$ cat src/design/boot_loader_regs.svh
`ifndef BOOT_LOADER_REGS_SVH
`define BOOT_LOADER_REGS_SVH

// mode pins high, mid, low that select boot mode
`define BOOT_MODE_PINS    3'h3
// cycles after reset before the low period may be measured
`define SETTLE_STATES     8'h64
// bits seen low in one zero byte: start plus eight data
`define ZERO_BYTE_BITS    4'h9
`define ADJUST_DONE_BYTE  8'h00
`define CONFIRM_BYTE      8'h55
// frame index of the stop bit: start, 8 data, 1 stop
`define UART_STOP_IDX     4'h9
`define PROG_UNIT_BYTES   8'h80
`define SINGLE_RESP_BYTES 8'h01
`define ERROR_RESP_BYTES  8'h02
`define READ_RESP_BYTES   8'h04

`endif

$ cat src/design/boot_loader_pkg.sv
package boot_loader_pkg;

  typedef enum logic [2:0] {
    ST_OFF,
    ST_SETTLE,
    ST_WAIT_LOW,
    ST_MEASURE,
    ST_SEND_ACK,
    ST_WAIT_CONFIRM,
    ST_RUN,
    ST_BRANCH
  } boot_state_t;

  typedef enum logic [1:0] {
    RESP_SINGLE,
    RESP_MULTI,
    RESP_ERROR,
    RESP_READ
  } resp_kind_t;

endpackage : boot_loader_pkg

$ cat src/design/serial_boot_loader.sv
`timescale 1ns/1ns
`include "boot_loader_regs.svh"
module serial_boot_loader #(
  parameter int CNT_W   = 16,
  parameter int F_DEPTH = 16
) (
  // clock, reset, enable
  input  wire logic                       core_clk_i,
  input  wire logic                       rst_i,
  input  wire logic                       clk_en_i,
  // mode pins
  input  wire logic                       mode_select_pin_high_i,
  input  wire logic                       mode_select_pin_mid_i,
  input  wire logic                       mode_select_pin_low_i,
  // serial channel one
  input  wire logic                       rxd_i,
  output logic                            txd_o,
  // loader status
  input  wire logic                       flash_erased_i,
  input  wire logic                       load_done_i,
  output logic                            boot_active_o,
  output logic                            rate_locked_o,
  output logic [CNT_W-1:0]                bit_cycles_o,
  output logic                            program_start_o,
  // received bytes towards RAM
  output logic                            ram_valid_o,
  output logic [7:0]                      ram_data_o,
  input  wire logic                       ram_ready_i,
  output logic                            rx_unit_done_o,
  output logic                            rx_overrun_o,
  // responses to host
  input  wire logic                       resp_start_i,
  input  wire boot_loader_pkg::resp_kind_t resp_kind_i,
  input  wire logic [7:0]                 resp_len_i,
  input  wire logic                       resp_valid_i,
  input  wire logic [7:0]                 resp_data_i,
  output logic                            resp_ready_o,
  output logic                            frame_done_o
);
  import boot_loader_pkg::*;

  boot_state_t      state_q, state_d;
  logic [2:0]       pins;
  logic [7:0]       settle_q, settle_d;
  logic [3:0]       sub_q, sub_d;
  logic [CNT_W-1:0] quot_q, quot_d, bit_q, bit_d;
  logic             lock_q, lock_d, start_q, start_d, ack_go;
  logic             active_q, active_d;
  // receiver
  logic             rx_busy_q, rx_busy_d, rx_vld_q, rx_vld_d, rx_en;
  logic [3:0]       rx_idx_q, rx_idx_d;
  logic [CNT_W-1:0] rx_cnt_q, rx_cnt_d;
  logic [7:0]       rx_sh_q, rx_sh_d, rx_byte_q, rx_byte_d;
  // transmitter
  logic             tx_busy_q, tx_busy_d, tx_line_q, tx_line_d, tx_go;
  logic [3:0]       tx_idx_q, tx_idx_d;
  logic [CNT_W-1:0] tx_cnt_q, tx_cnt_d;
  logic [9:0]       tx_sh_q, tx_sh_d;
  logic [7:0]       tx_byte;
  // framing and data path
  logic [7:0]       left_q, left_d, unit_q, unit_d;
  logic             rdy_q, rdy_d, fdone_q, fdone_d, udone_q, udone_d;
  logic             ovr_q, ovr_d, rv_q, rv_d, f_in_v, f_in_r, f_out_v, f_out_r;
  logic [7:0]       rd_q, rd_d, f_out_d;

  assign pins = {mode_select_pin_high_i, mode_select_pin_mid_i, mode_select_pin_low_i};

  // boot control and rate measurement
  always_comb
  begin
    state_d  = state_q;
    settle_d = settle_q;
    sub_d    = sub_q;
    quot_d   = quot_q;
    bit_d    = bit_q;
    lock_d   = lock_q;
    start_d  = start_q;
    ack_go   = 1'b0;
    unique case (state_q)
      ST_OFF:
      begin
        // pins caught on first enabled edge after release
        if (settle_q == '0 && pins == `BOOT_MODE_PINS)
          state_d = ST_SETTLE;
        settle_d = 8'h01;
      end
      ST_SETTLE:
      begin
        settle_d = settle_q + 8'h01;
        if (settle_q == `SETTLE_STATES)
          state_d = ST_WAIT_LOW;
      end
      ST_WAIT_LOW:
      begin
        sub_d  = '0;
        quot_d = '0;
        // line idles high from reset on, so first low is a start bit
        if (!rxd_i)
        begin
          state_d = ST_MEASURE;
          sub_d   = 4'h1;
        end
      end
      ST_MEASURE:
      begin
        if (!rxd_i)
        begin
          // low time divided by nine on the fly
          sub_d = sub_q + 4'h1;
          if (sub_q == `ZERO_BYTE_BITS - 4'h1)
          begin
            sub_d  = '0;
            quot_d = quot_q + 1'b1;
          end
        end
        else if (quot_q != '0)
        begin
          bit_d   = quot_q;
          lock_d  = 1'b1;
          state_d = ST_SEND_ACK;
        end
        else
          state_d = ST_WAIT_LOW;
      end
      ST_SEND_ACK:
      begin
        if (!tx_busy_q)
        begin
          ack_go  = 1'b1;
          state_d = ST_WAIT_CONFIRM;
        end
      end
      ST_WAIT_CONFIRM:
      begin
        if (rx_vld_q && rx_byte_q == `CONFIRM_BYTE)
          state_d = ST_RUN;
      end
      ST_RUN:
      begin
        if (load_done_i && flash_erased_i)
        begin
          start_d = 1'b1;
          state_d = ST_BRANCH;
        end
      end
      ST_BRANCH: start_d = 1'b1;
    endcase
    active_d = (state_d != ST_OFF);
  end

  always_ff @(posedge core_clk_i or posedge rst_i)
  begin
    if (rst_i)
    begin
      state_q  <= ST_OFF;
      settle_q <= '0;
      sub_q    <= '0;
      quot_q   <= '0;
      bit_q    <= '0;
      lock_q   <= 1'b0;
      start_q  <= 1'b0;
      active_q <= 1'b0;
    end
    else if (clk_en_i)
    begin
      state_q  <= state_d;
      settle_q <= settle_d;
      sub_q    <= sub_d;
      quot_q   <= quot_d;
      bit_q    <= bit_d;
      lock_q   <= lock_d;
      start_q  <= start_d;
      active_q <= active_d;
    end
  end

  // receiver, sampled mid bit
  assign rx_en = (state_q == ST_WAIT_CONFIRM) || (state_q == ST_RUN);

  always_comb
  begin
    rx_busy_d = rx_busy_q;
    rx_idx_d  = rx_idx_q;
    rx_cnt_d  = rx_cnt_q;
    rx_sh_d   = rx_sh_q;
    rx_byte_d = rx_byte_q;
    rx_vld_d  = 1'b0;
    if (!rx_busy_q)
    begin
      if (rx_en && !rxd_i)
      begin
        rx_busy_d = 1'b1;
        rx_idx_d  = '0;
        rx_cnt_d  = bit_q >> 1;
      end
    end
    else if (rx_cnt_q != '0)
      rx_cnt_d = rx_cnt_q - 1'b1;
    else
    begin
      rx_cnt_d = bit_q - 1'b1;
      rx_idx_d = rx_idx_q + 4'h1;
      if (rx_idx_q == '0 && rxd_i)
        rx_busy_d = 1'b0;
      else if (rx_idx_q == `UART_STOP_IDX)
      begin
        rx_busy_d = 1'b0;
        rx_vld_d  = rxd_i;
        rx_byte_d = rx_sh_q;
      end
      else if (rx_idx_q != '0)
        rx_sh_d = {rxd_i, rx_sh_q[7:1]};
    end
  end

  always_ff @(posedge core_clk_i or posedge rst_i)
  begin
    if (rst_i)
    begin
      rx_busy_q <= 1'b0;
      rx_idx_q  <= '0;
      rx_cnt_q  <= '0;
      rx_sh_q   <= '0;
      rx_byte_q <= '0;
      rx_vld_q  <= 1'b0;
    end
    else if (clk_en_i)
    begin
      rx_busy_q <= rx_busy_d;
      rx_idx_q  <= rx_idx_d;
      rx_cnt_q  <= rx_cnt_d;
      rx_sh_q   <= rx_sh_d;
      rx_byte_q <= rx_byte_d;
      rx_vld_q  <= rx_vld_d;
    end
  end

  // transmitter
  assign tx_go   = ack_go || (resp_valid_i && rdy_q);
  assign tx_byte = ack_go ? `ADJUST_DONE_BYTE : resp_data_i;

  always_comb
  begin
    tx_busy_d = tx_busy_q;
    tx_idx_d  = tx_idx_q;
    tx_cnt_d  = tx_cnt_q;
    tx_sh_d   = tx_sh_q;
    tx_line_d = tx_line_q;
    if (!tx_busy_q)
    begin
      tx_line_d = 1'b1;
      if (tx_go)
      begin
        tx_busy_d = 1'b1;
        tx_sh_d   = {1'b1, tx_byte, 1'b0};
        tx_idx_d  = '0;
        tx_cnt_d  = bit_q - 1'b1;
        tx_line_d = 1'b0;
      end
    end
    else if (tx_cnt_q != '0)
      tx_cnt_d = tx_cnt_q - 1'b1;
    else if (tx_idx_q == `UART_STOP_IDX)
      tx_busy_d = 1'b0;
    else
    begin
      tx_idx_d  = tx_idx_q + 4'h1;
      tx_sh_d   = tx_sh_q >> 1;
      tx_line_d = tx_sh_q[1];
      tx_cnt_d  = bit_q - 1'b1;
    end
  end

  always_ff @(posedge core_clk_i or posedge rst_i)
  begin
    if (rst_i)
    begin
      tx_busy_q <= 1'b0;
      tx_idx_q  <= '0;
      tx_cnt_q  <= '0;
      tx_sh_q   <= '0;
      tx_line_q <= 1'b1;
    end
    else if (clk_en_i)
    begin
      tx_busy_q <= tx_busy_d;
      tx_idx_q  <= tx_idx_d;
      tx_cnt_q  <= tx_cnt_d;
      tx_sh_q   <= tx_sh_d;
      tx_line_q <= tx_line_d;
    end
  end

  // response framing, unit counting and RAM stream
  assign f_in_v  = rx_vld_q && state_q == ST_RUN;
  assign f_out_r = !rv_q || ram_ready_i;

  always_comb
  begin
    left_d  = left_q;
    fdone_d = 1'b0;
    if (state_q == ST_RUN && resp_start_i && left_q == '0)
    begin
      unique case (resp_kind_i)
        RESP_SINGLE: left_d = `SINGLE_RESP_BYTES;
        RESP_MULTI:  left_d = resp_len_i;
        RESP_ERROR:  left_d = `ERROR_RESP_BYTES;
        RESP_READ:   left_d = `READ_RESP_BYTES;
      endcase
    end
    else if (resp_valid_i && rdy_q)
    begin
      left_d  = left_q - 8'h01;
      fdone_d = (left_q == 8'h01);
    end
    rdy_d   = state_q == ST_RUN && left_d != '0 && !tx_busy_d;
    unit_d  = unit_q;
    udone_d = 1'b0;
    ovr_d   = ovr_q || (f_in_v && !f_in_r);
    if (f_in_v && f_in_r)
    begin
      unit_d  = unit_q + 8'h01;
      udone_d = (unit_q == `PROG_UNIT_BYTES - 8'h01);
      if (udone_d)
        unit_d = '0;
    end
    rv_d = rv_q;
    rd_d = rd_q;
    if (f_out_r)
    begin
      rv_d = f_out_v;
      // keep last byte once drained, no unknowns on the data port
      if (f_out_v)
        rd_d = f_out_d;
    end
  end

  always_ff @(posedge core_clk_i or posedge rst_i)
  begin
    if (rst_i)
    begin
      left_q  <= '0;
      fdone_q <= 1'b0;
      rdy_q   <= 1'b0;
      unit_q  <= '0;
      udone_q <= 1'b0;
      ovr_q   <= 1'b0;
      rv_q    <= 1'b0;
      rd_q    <= '0;
    end
    else if (clk_en_i)
    begin
      left_q  <= left_d;
      fdone_q <= fdone_d;
      rdy_q   <= rdy_d;
      unit_q  <= unit_d;
      udone_q <= udone_d;
      ovr_q   <= ovr_d;
      rv_q    <= rv_d;
      rd_q    <= rd_d;
    end
  end

  byte_fifo #(.WIDTH(8), .DEPTH(F_DEPTH)) byte_fifo_i (
    .core_clk_i  (core_clk_i),
    .rst_i       (rst_i),
    .clk_en_i    (clk_en_i),
    .in_valid_i  (f_in_v),
    .in_ready_o  (f_in_r),
    .in_data_i   (rx_byte_q),
    .out_valid_o (f_out_v),
    .out_ready_i (f_out_r),
    .out_data_o  (f_out_d)
  );

  assign txd_o           = tx_line_q;
  assign boot_active_o   = active_q;
  assign rate_locked_o   = lock_q;
  assign bit_cycles_o    = bit_q;
  assign program_start_o = start_q;
  assign ram_valid_o     = rv_q;
  assign ram_data_o      = rd_q;
  assign rx_unit_done_o  = udone_q;
  assign rx_overrun_o    = ovr_q;
  assign resp_ready_o    = rdy_q;
  assign frame_done_o    = fdone_q;
endmodule : serial_boot_loader

$ cat src/design/byte_fifo.sv
`timescale 1ns/1ns
module byte_fifo #(
  parameter int WIDTH = 8,
  parameter int DEPTH = 16
) (
  // clock and reset
  input  wire logic             core_clk_i,
  input  wire logic             rst_i,
  input  wire logic             clk_en_i,
  // fill side
  input  wire logic             in_valid_i,
  output logic                  in_ready_o,
  input  wire logic [WIDTH-1:0] in_data_i,
  // drain side
  output logic                  out_valid_o,
  input  wire logic             out_ready_i,
  output logic [WIDTH-1:0]      out_data_o
);
  localparam int AW = $clog2(DEPTH);

  logic [WIDTH-1:0] mem_q [DEPTH];
  logic [AW-1:0]    wr_q, wr_d, rd_q, rd_d;
  logic [AW:0]      cnt_q, cnt_d;
  logic             push, pop;

  assign in_ready_o  = (cnt_q != (AW+1)'(DEPTH));
  assign out_valid_o = (cnt_q != '0);
  assign out_data_o  = mem_q[rd_q];

  always_comb
  begin
    push = in_valid_i && in_ready_o;
    pop  = out_valid_o && out_ready_i;
    wr_d = push ? wr_q + 1'b1 : wr_q;
    rd_d = pop ? rd_q + 1'b1 : rd_q;
    cnt_d = cnt_q + (AW+1)'(push) - (AW+1)'(pop);
  end

  always_ff @(posedge core_clk_i or posedge rst_i)
  begin
    if (rst_i)
    begin
      wr_q  <= '0;
      rd_q  <= '0;
      cnt_q <= '0;
    end
    else if (clk_en_i)
    begin
      wr_q  <= wr_d;
      rd_q  <= rd_d;
      cnt_q <= cnt_d;
    end
  end

  always_ff @(posedge core_clk_i)
  begin
    if (clk_en_i && push)
      mem_q[wr_q] <= in_data_i;
  end

endmodule : byte_fifo

$ cat config.mk
export PLATFORM = sky130hd
export DESIGN_NAME = serial_boot_loader
export DESIGN_NICKNAME = d
export VERILOG_FILES = /design/src/design/boot_loader_pkg.sv /design/src/design/serial_boot_loader.sv /design/src/design/byte_fifo.sv
export VERILOG_INCLUDE_DIRS = /design/src /design/src/design
export SDC_FILE = /design/constraint.sdc
export NUM_CORES = 1
export LEC_CHECK = 0
export ABC_AREA = 1
export BUFFER_PORTS_ARGS = -buffer_cell sky130_fd_sc_hd__buf_2
export CAP_MARGIN = 20
export CORE_MARGIN = 2
export CORE_UTILIZATION = 65
export DETAILED_ROUTE_END_ITERATION = 8
export MAX_ROUTING_LAYER = met4
export PLACE_DENSITY = 0.85
export SETUP_SLACK_MARGIN = 0.2
export SYNTH_ARGS = -nofsm -noshare
export SYNTH_HDL_FRONTEND = slang
export SYNTH_HIERARCHICAL = 1
export SYNTH_SLANG_ARGS = --single-unit
$ cat constraint.sdc
create_clock -name core_clk_i -period 7.4 [get_ports core_clk_i]
set_input_delay 0.37 -clock core_clk_i [delete_from_list [all_inputs] [get_ports core_clk_i]]
set_output_delay 0.37 -clock core_clk_i [all_outputs]
set_load 0.1 [all_outputs]
==> results.sh <==
export IMPL_area_delta_synth_final_pct=10.0
export IMPL_hold_slack_ps=148
export IMPL_wirelength_mm=34.6
export IMPL_timing_worst_setup_path_type="flip-flop to flip-flop"
export IMPL_synth_async_reset_ratio_pct=55.7
export IMPL_combPwrFrac_pct=31.9
export IMPL_syn_nets=1829
export IMPL_ys_flop_type="sky130_fd_sc_hd__dfrtp_1"
export IMPL_layout_core_utilization_pct=72.8
export IMPL_reg2reg_depth=9
export IMPL_clock_latency_ps=560
export IMPL_p_leak_nw=7.70
export IMPL_detailedRoute_firstIterationViolations=1051
export IMPL_cp_required_ps=7820
export IMPL_max_fclk_mhz=345
export IMPL_io_buffer_count=62
export IMPL_antenna_cells_inserted=0
export IMPL_power_share_clock_pct=29.1
export IMPL_worstSetupStartpoint="tx_busy_q$_DFFE_PP0P_"
export IMPL_holdCritPathClass="primary input to flip-flop"
export IMPL_synth_distinct_cells=50
export IMPL_cts_hold_buf=1
export IMPL_cellPowerDensity_mw_per_mm2=318
export IMPL_floorplan_initialDensity_pct=66.2
export IMPL_overall_die_width_um=156
export IMPL_ys_warn_count=6
export IMPL_worstSetupEndpoint="tx_cnt_q[6]$_DFFE_PP0P_"
export IMPL_cts_sinks=289
export IMPL_detail_route_wirelength_met1_mm=14.0
export IMPL_die_area_mm2=0.0242
export IMPL_clock_skew_final_ps=13.5
export IMPL_switching_power_mw=2.00
export IMPL_critical_path_reg2reg_startpoint="tx_busy_q$_DFFE_PP0P_"
export IMPL_routed_via_count=12200
export IMPL_grtUsageTotal_pct=29.9
export IMPL_power_share_sequential_pct=39.0
export IMPL_cts_root_to_sink_buffers=3
export IMPL_critical_path_arrival_ps=3320
export IMPL_ff2ff_setup_slack_ps=4500
export IMPL_timing_critical_path_fanout_max=20
export IMPL_dp_hpwl_mm=23.1
export IMPL_netlist_instances=1767
export IMPL_maxCapViolations=0
export IMPL_most_frequent_cells_in_the_layout="sky130_fd_sc_hd__nand2_1, sky130_fd_sc_hd__inv_1, sky130_fd_sc_hd__nand3_1, sky130_fd_sc_hd__dfrtp_1, sky130_fd_sc_hd__nor2_1"
export IMPL_syn_cell_area_mm2=0.0149
export IMPL_timing_max_transition_violations_final=0
export IMPL_p_total_mw=5.23
export IMPL_final_hold_violation_count=0
export IMPL_grt_pass1_vias=11700
export IMPL_initial_antenna_violation_count=0
export IMPL_cts_tree="built"
export IMPL_relative_slew_slack_pct=45.7
export IMPL_crit_path_start_kind="flip-flop"
export IMPL_finish_net_count=1881
export IMPL_endpoint_kind="flip-flop"
export IMPL_power_switching_share_pct=38.2
export IMPL_unrepaired_setup_endpoints_after_global_routing="false"
export IMPL_run_status="finished, final reports clean"
export IMPL_detail_route_first_pass_iterations=6
export IMPL_grt_remaining_overflow=0
export IMPL_setup_viol=0
export IMPL_clkTransAtPathRegs_ps=60
export IMPL_most_common_cell_after_layout_fill_and_taps_aside="sky130_fd_sc_hd__nand2_1"
export IMPL_worst_slew_pin_transition_ps=811
export IMPL_highest_layer="met4"
export IMPL_crit_reg2reg_capture="tx_cnt_q[6]$_DFFE_PP0P_"
export IMPL_globalplace_congestion=0.965
export IMPL_std_cell_rows=55
export IMPL_synth_sequential_area_ratio_pct=52.7
export IMPL_vdd_ir_drop_max_uv=373
export IMPL_drt_vias_per_instance=5.72
export IMPL_fin_crit_sh_pct=39.2
export IMPL_post_cts_resized=0
export IMPL_average_instance_area_after_synthesis_um2=8.46
export IMPL_largest_net_degree_at_the_start_of_global_routing=87
export IMPL_num_cts_buffers=29
export IMPL_timing_setup_tns_ps=0
export IMPL_die_height_um=156
export IMPL_ctsRootBufferMaster="sky130_fd_sc_hd__clkbuf_16"
export IMPL_met2WireLength_mm=16.7
export IMPL_design_core_area_mm2=0.0226
export IMPL_io_pin_count=63
export IMPL_power_report_internal_total_mw=3.23
export IMPL_number_of_post_cts_setup_repair_buffers=0
export IMPL_drcViolationCount=0
export IMPL_post_drt_wl_per_cell_um=16.3
export IMPL_detailroute_wirelength_met3_mm=2.40
export IMPL_synth_enable_flop_cells=128
export IMPL_grt_first_pass_wirelength_mm=56.6
export IMPL_final_antenna_net_count=0
export IMPL_layout_min_cycle_time_ps=2900
export IMPL_htree_levels=1
export IMPL_share_of_post_route_cells_with_drive_strength_above_1_pct=9.99
export IMPL_ys_ff_latch=289
## power groups by stage
stage / clock network, mW / logic (mW) / registers (mW)
after global routing: 1.59 / 1.86 / 2.07
after CTS: 1.53 / 1.64 / 2.04
after global placement: 0 / 1.55 / 2.05
final: 1.52 / 1.67 / 2.04
after detailed placement: 0 / 1.61 / 2.07
after floorplan: 0 / 1.15 / 2.19
## per-layer routing
metal | global-route usage, % | up-vias
met2 | 49.7 | 505
met1 | 37.4 | 5700
met5 | - | -
met3 | 3.81 | 110
met4 | 12.5 | 0
li1 | - | 5840
## synthesized netlist by cell type (15+ instances only)
| cell | number | area (um2) |
|---|---|---|
| sky130_fd_sc_hd__xor2_1 | 20 | 175 |
| sky130_fd_sc_hd__inv_1 | 246 | 923 |
| sky130_fd_sc_hd__o21ai_1 | 15 | 75.1 |
| sky130_fd_sc_hd__ha_1 | 31 | 388 |
| sky130_fd_sc_hd__o31ai_1 | 17 | 128 |
| sky130_fd_sc_hd__a21oi_1 | 35 | 175 |
| sky130_fd_sc_hd__edfxtp_1 | 128 | 3840 |
| sky130_fd_sc_hd__buf_2 | 24 | 120 |
| sky130_fd_sc_hd__o21ai_0 | 93 | 465 |
| sky130_fd_sc_hd__nor2_1 | 149 | 559 |
| sky130_fd_sc_hd__nand4_1 | 24 | 150 |
| sky130_fd_sc_hd__nand2_1 | 471 | 1770 |
| sky130_fd_sc_hd__nand3_1 | 188 | 941 |
| sky130_fd_sc_hd__nor3_1 | 24 | 120 |
| sky130_fd_sc_hd__dfrtp_1 | 160 | 4000 |
## cell type report
class | count | area (um2)
clock buffers | 40 | 923
clock inverters | 13 | 93.8
flip-flops and latches | 289 | 7880
fillers | 1624 | 6130
repair buffers | 73 | 430
inverters | 259 | 978
well taps | 285 | 357
multi-input cells | 1167 | 5780
## cell families after synthesis
group / count (synthesis) / synth area share, %
compound gates: 196 / 7.37
xor+xnor: 29 / 1.70
fa+ha+maj: 32 / 2.73
buf+inv: 311 / 8.62
flops: 289 / 52.7
mux: 9 / 0.678
simple gates: 901 / 26.2
## critical path, stage by stage, from the launching register on
cell                      delay [ps]
sky130_fd_sc_hd__dfrtp_1         670
sky130_fd_sc_hd__inv_1           360
sky130_fd_sc_hd__nand2_1         150
sky130_fd_sc_hd__nor2_1           60
sky130_fd_sc_hd__inv_1           100
sky130_fd_sc_hd__nand2_1          80
sky130_fd_sc_hd__nor2_2          570
sky130_fd_sc_hd__inv_1           430
sky130_fd_sc_hd__o21ai_0         240
sky130_fd_sc_hd__o21ai_0         100
## worst min-delay path by stage
stage	from	endpoint	slack [ps]	cells after the start
2_1_floorplan	rst_i	byte_fifo_i/cnt_q[0]$_DFFE_PP0P_	250	1
3_3_place_gp	program_start_o$_DFFE_PP0P_	program_start_o$_DFFE_PP0P_	440	1
3_5_place_dp	program_start_o$_DFFE_PP0P_	program_start_o$_DFFE_PP0P_	440	1
4_1_cts	resp_len_i[3]	left_q[3]$_DFFE_PP0P_	130	3
5_1_grt	resp_len_i[3]	left_q[3]$_DFFE_PP0P_	140	3
6_report	resp_len_i[3]	left_q[3]$_DFFE_PP0P_	150	3
## flip-flops by register name, indices dropped and copies added (netlist names), 5 cells and up
register / cells
settle_q: 8
byte_fifo_i/mem_q: 128
tx_cnt_q: 16
unit_q: 8
ram_data_o: 8
byte_fifo_i/cnt_q: 5
tx_sh_q: 9
rx_sh_q: 8
bit_cycles_o: 16
rx_cnt_q: 16
quot_q: 16
rx_byte_q: 8
left_q: 8
## stage by stage
stage          cell area, um2  instances  worst slack (ps)
3_3_place_gp            15300       2068              4620
4_1_cts                 16400       2122              4530
3_5_place_dp            15300       2068              4550
5_1_grt                 16400       2126              4150
2_1_floorplan           14900       1767              3050
6_report                16400       2126              4500
No activity file was read; power rests on OpenSTA's default activity.
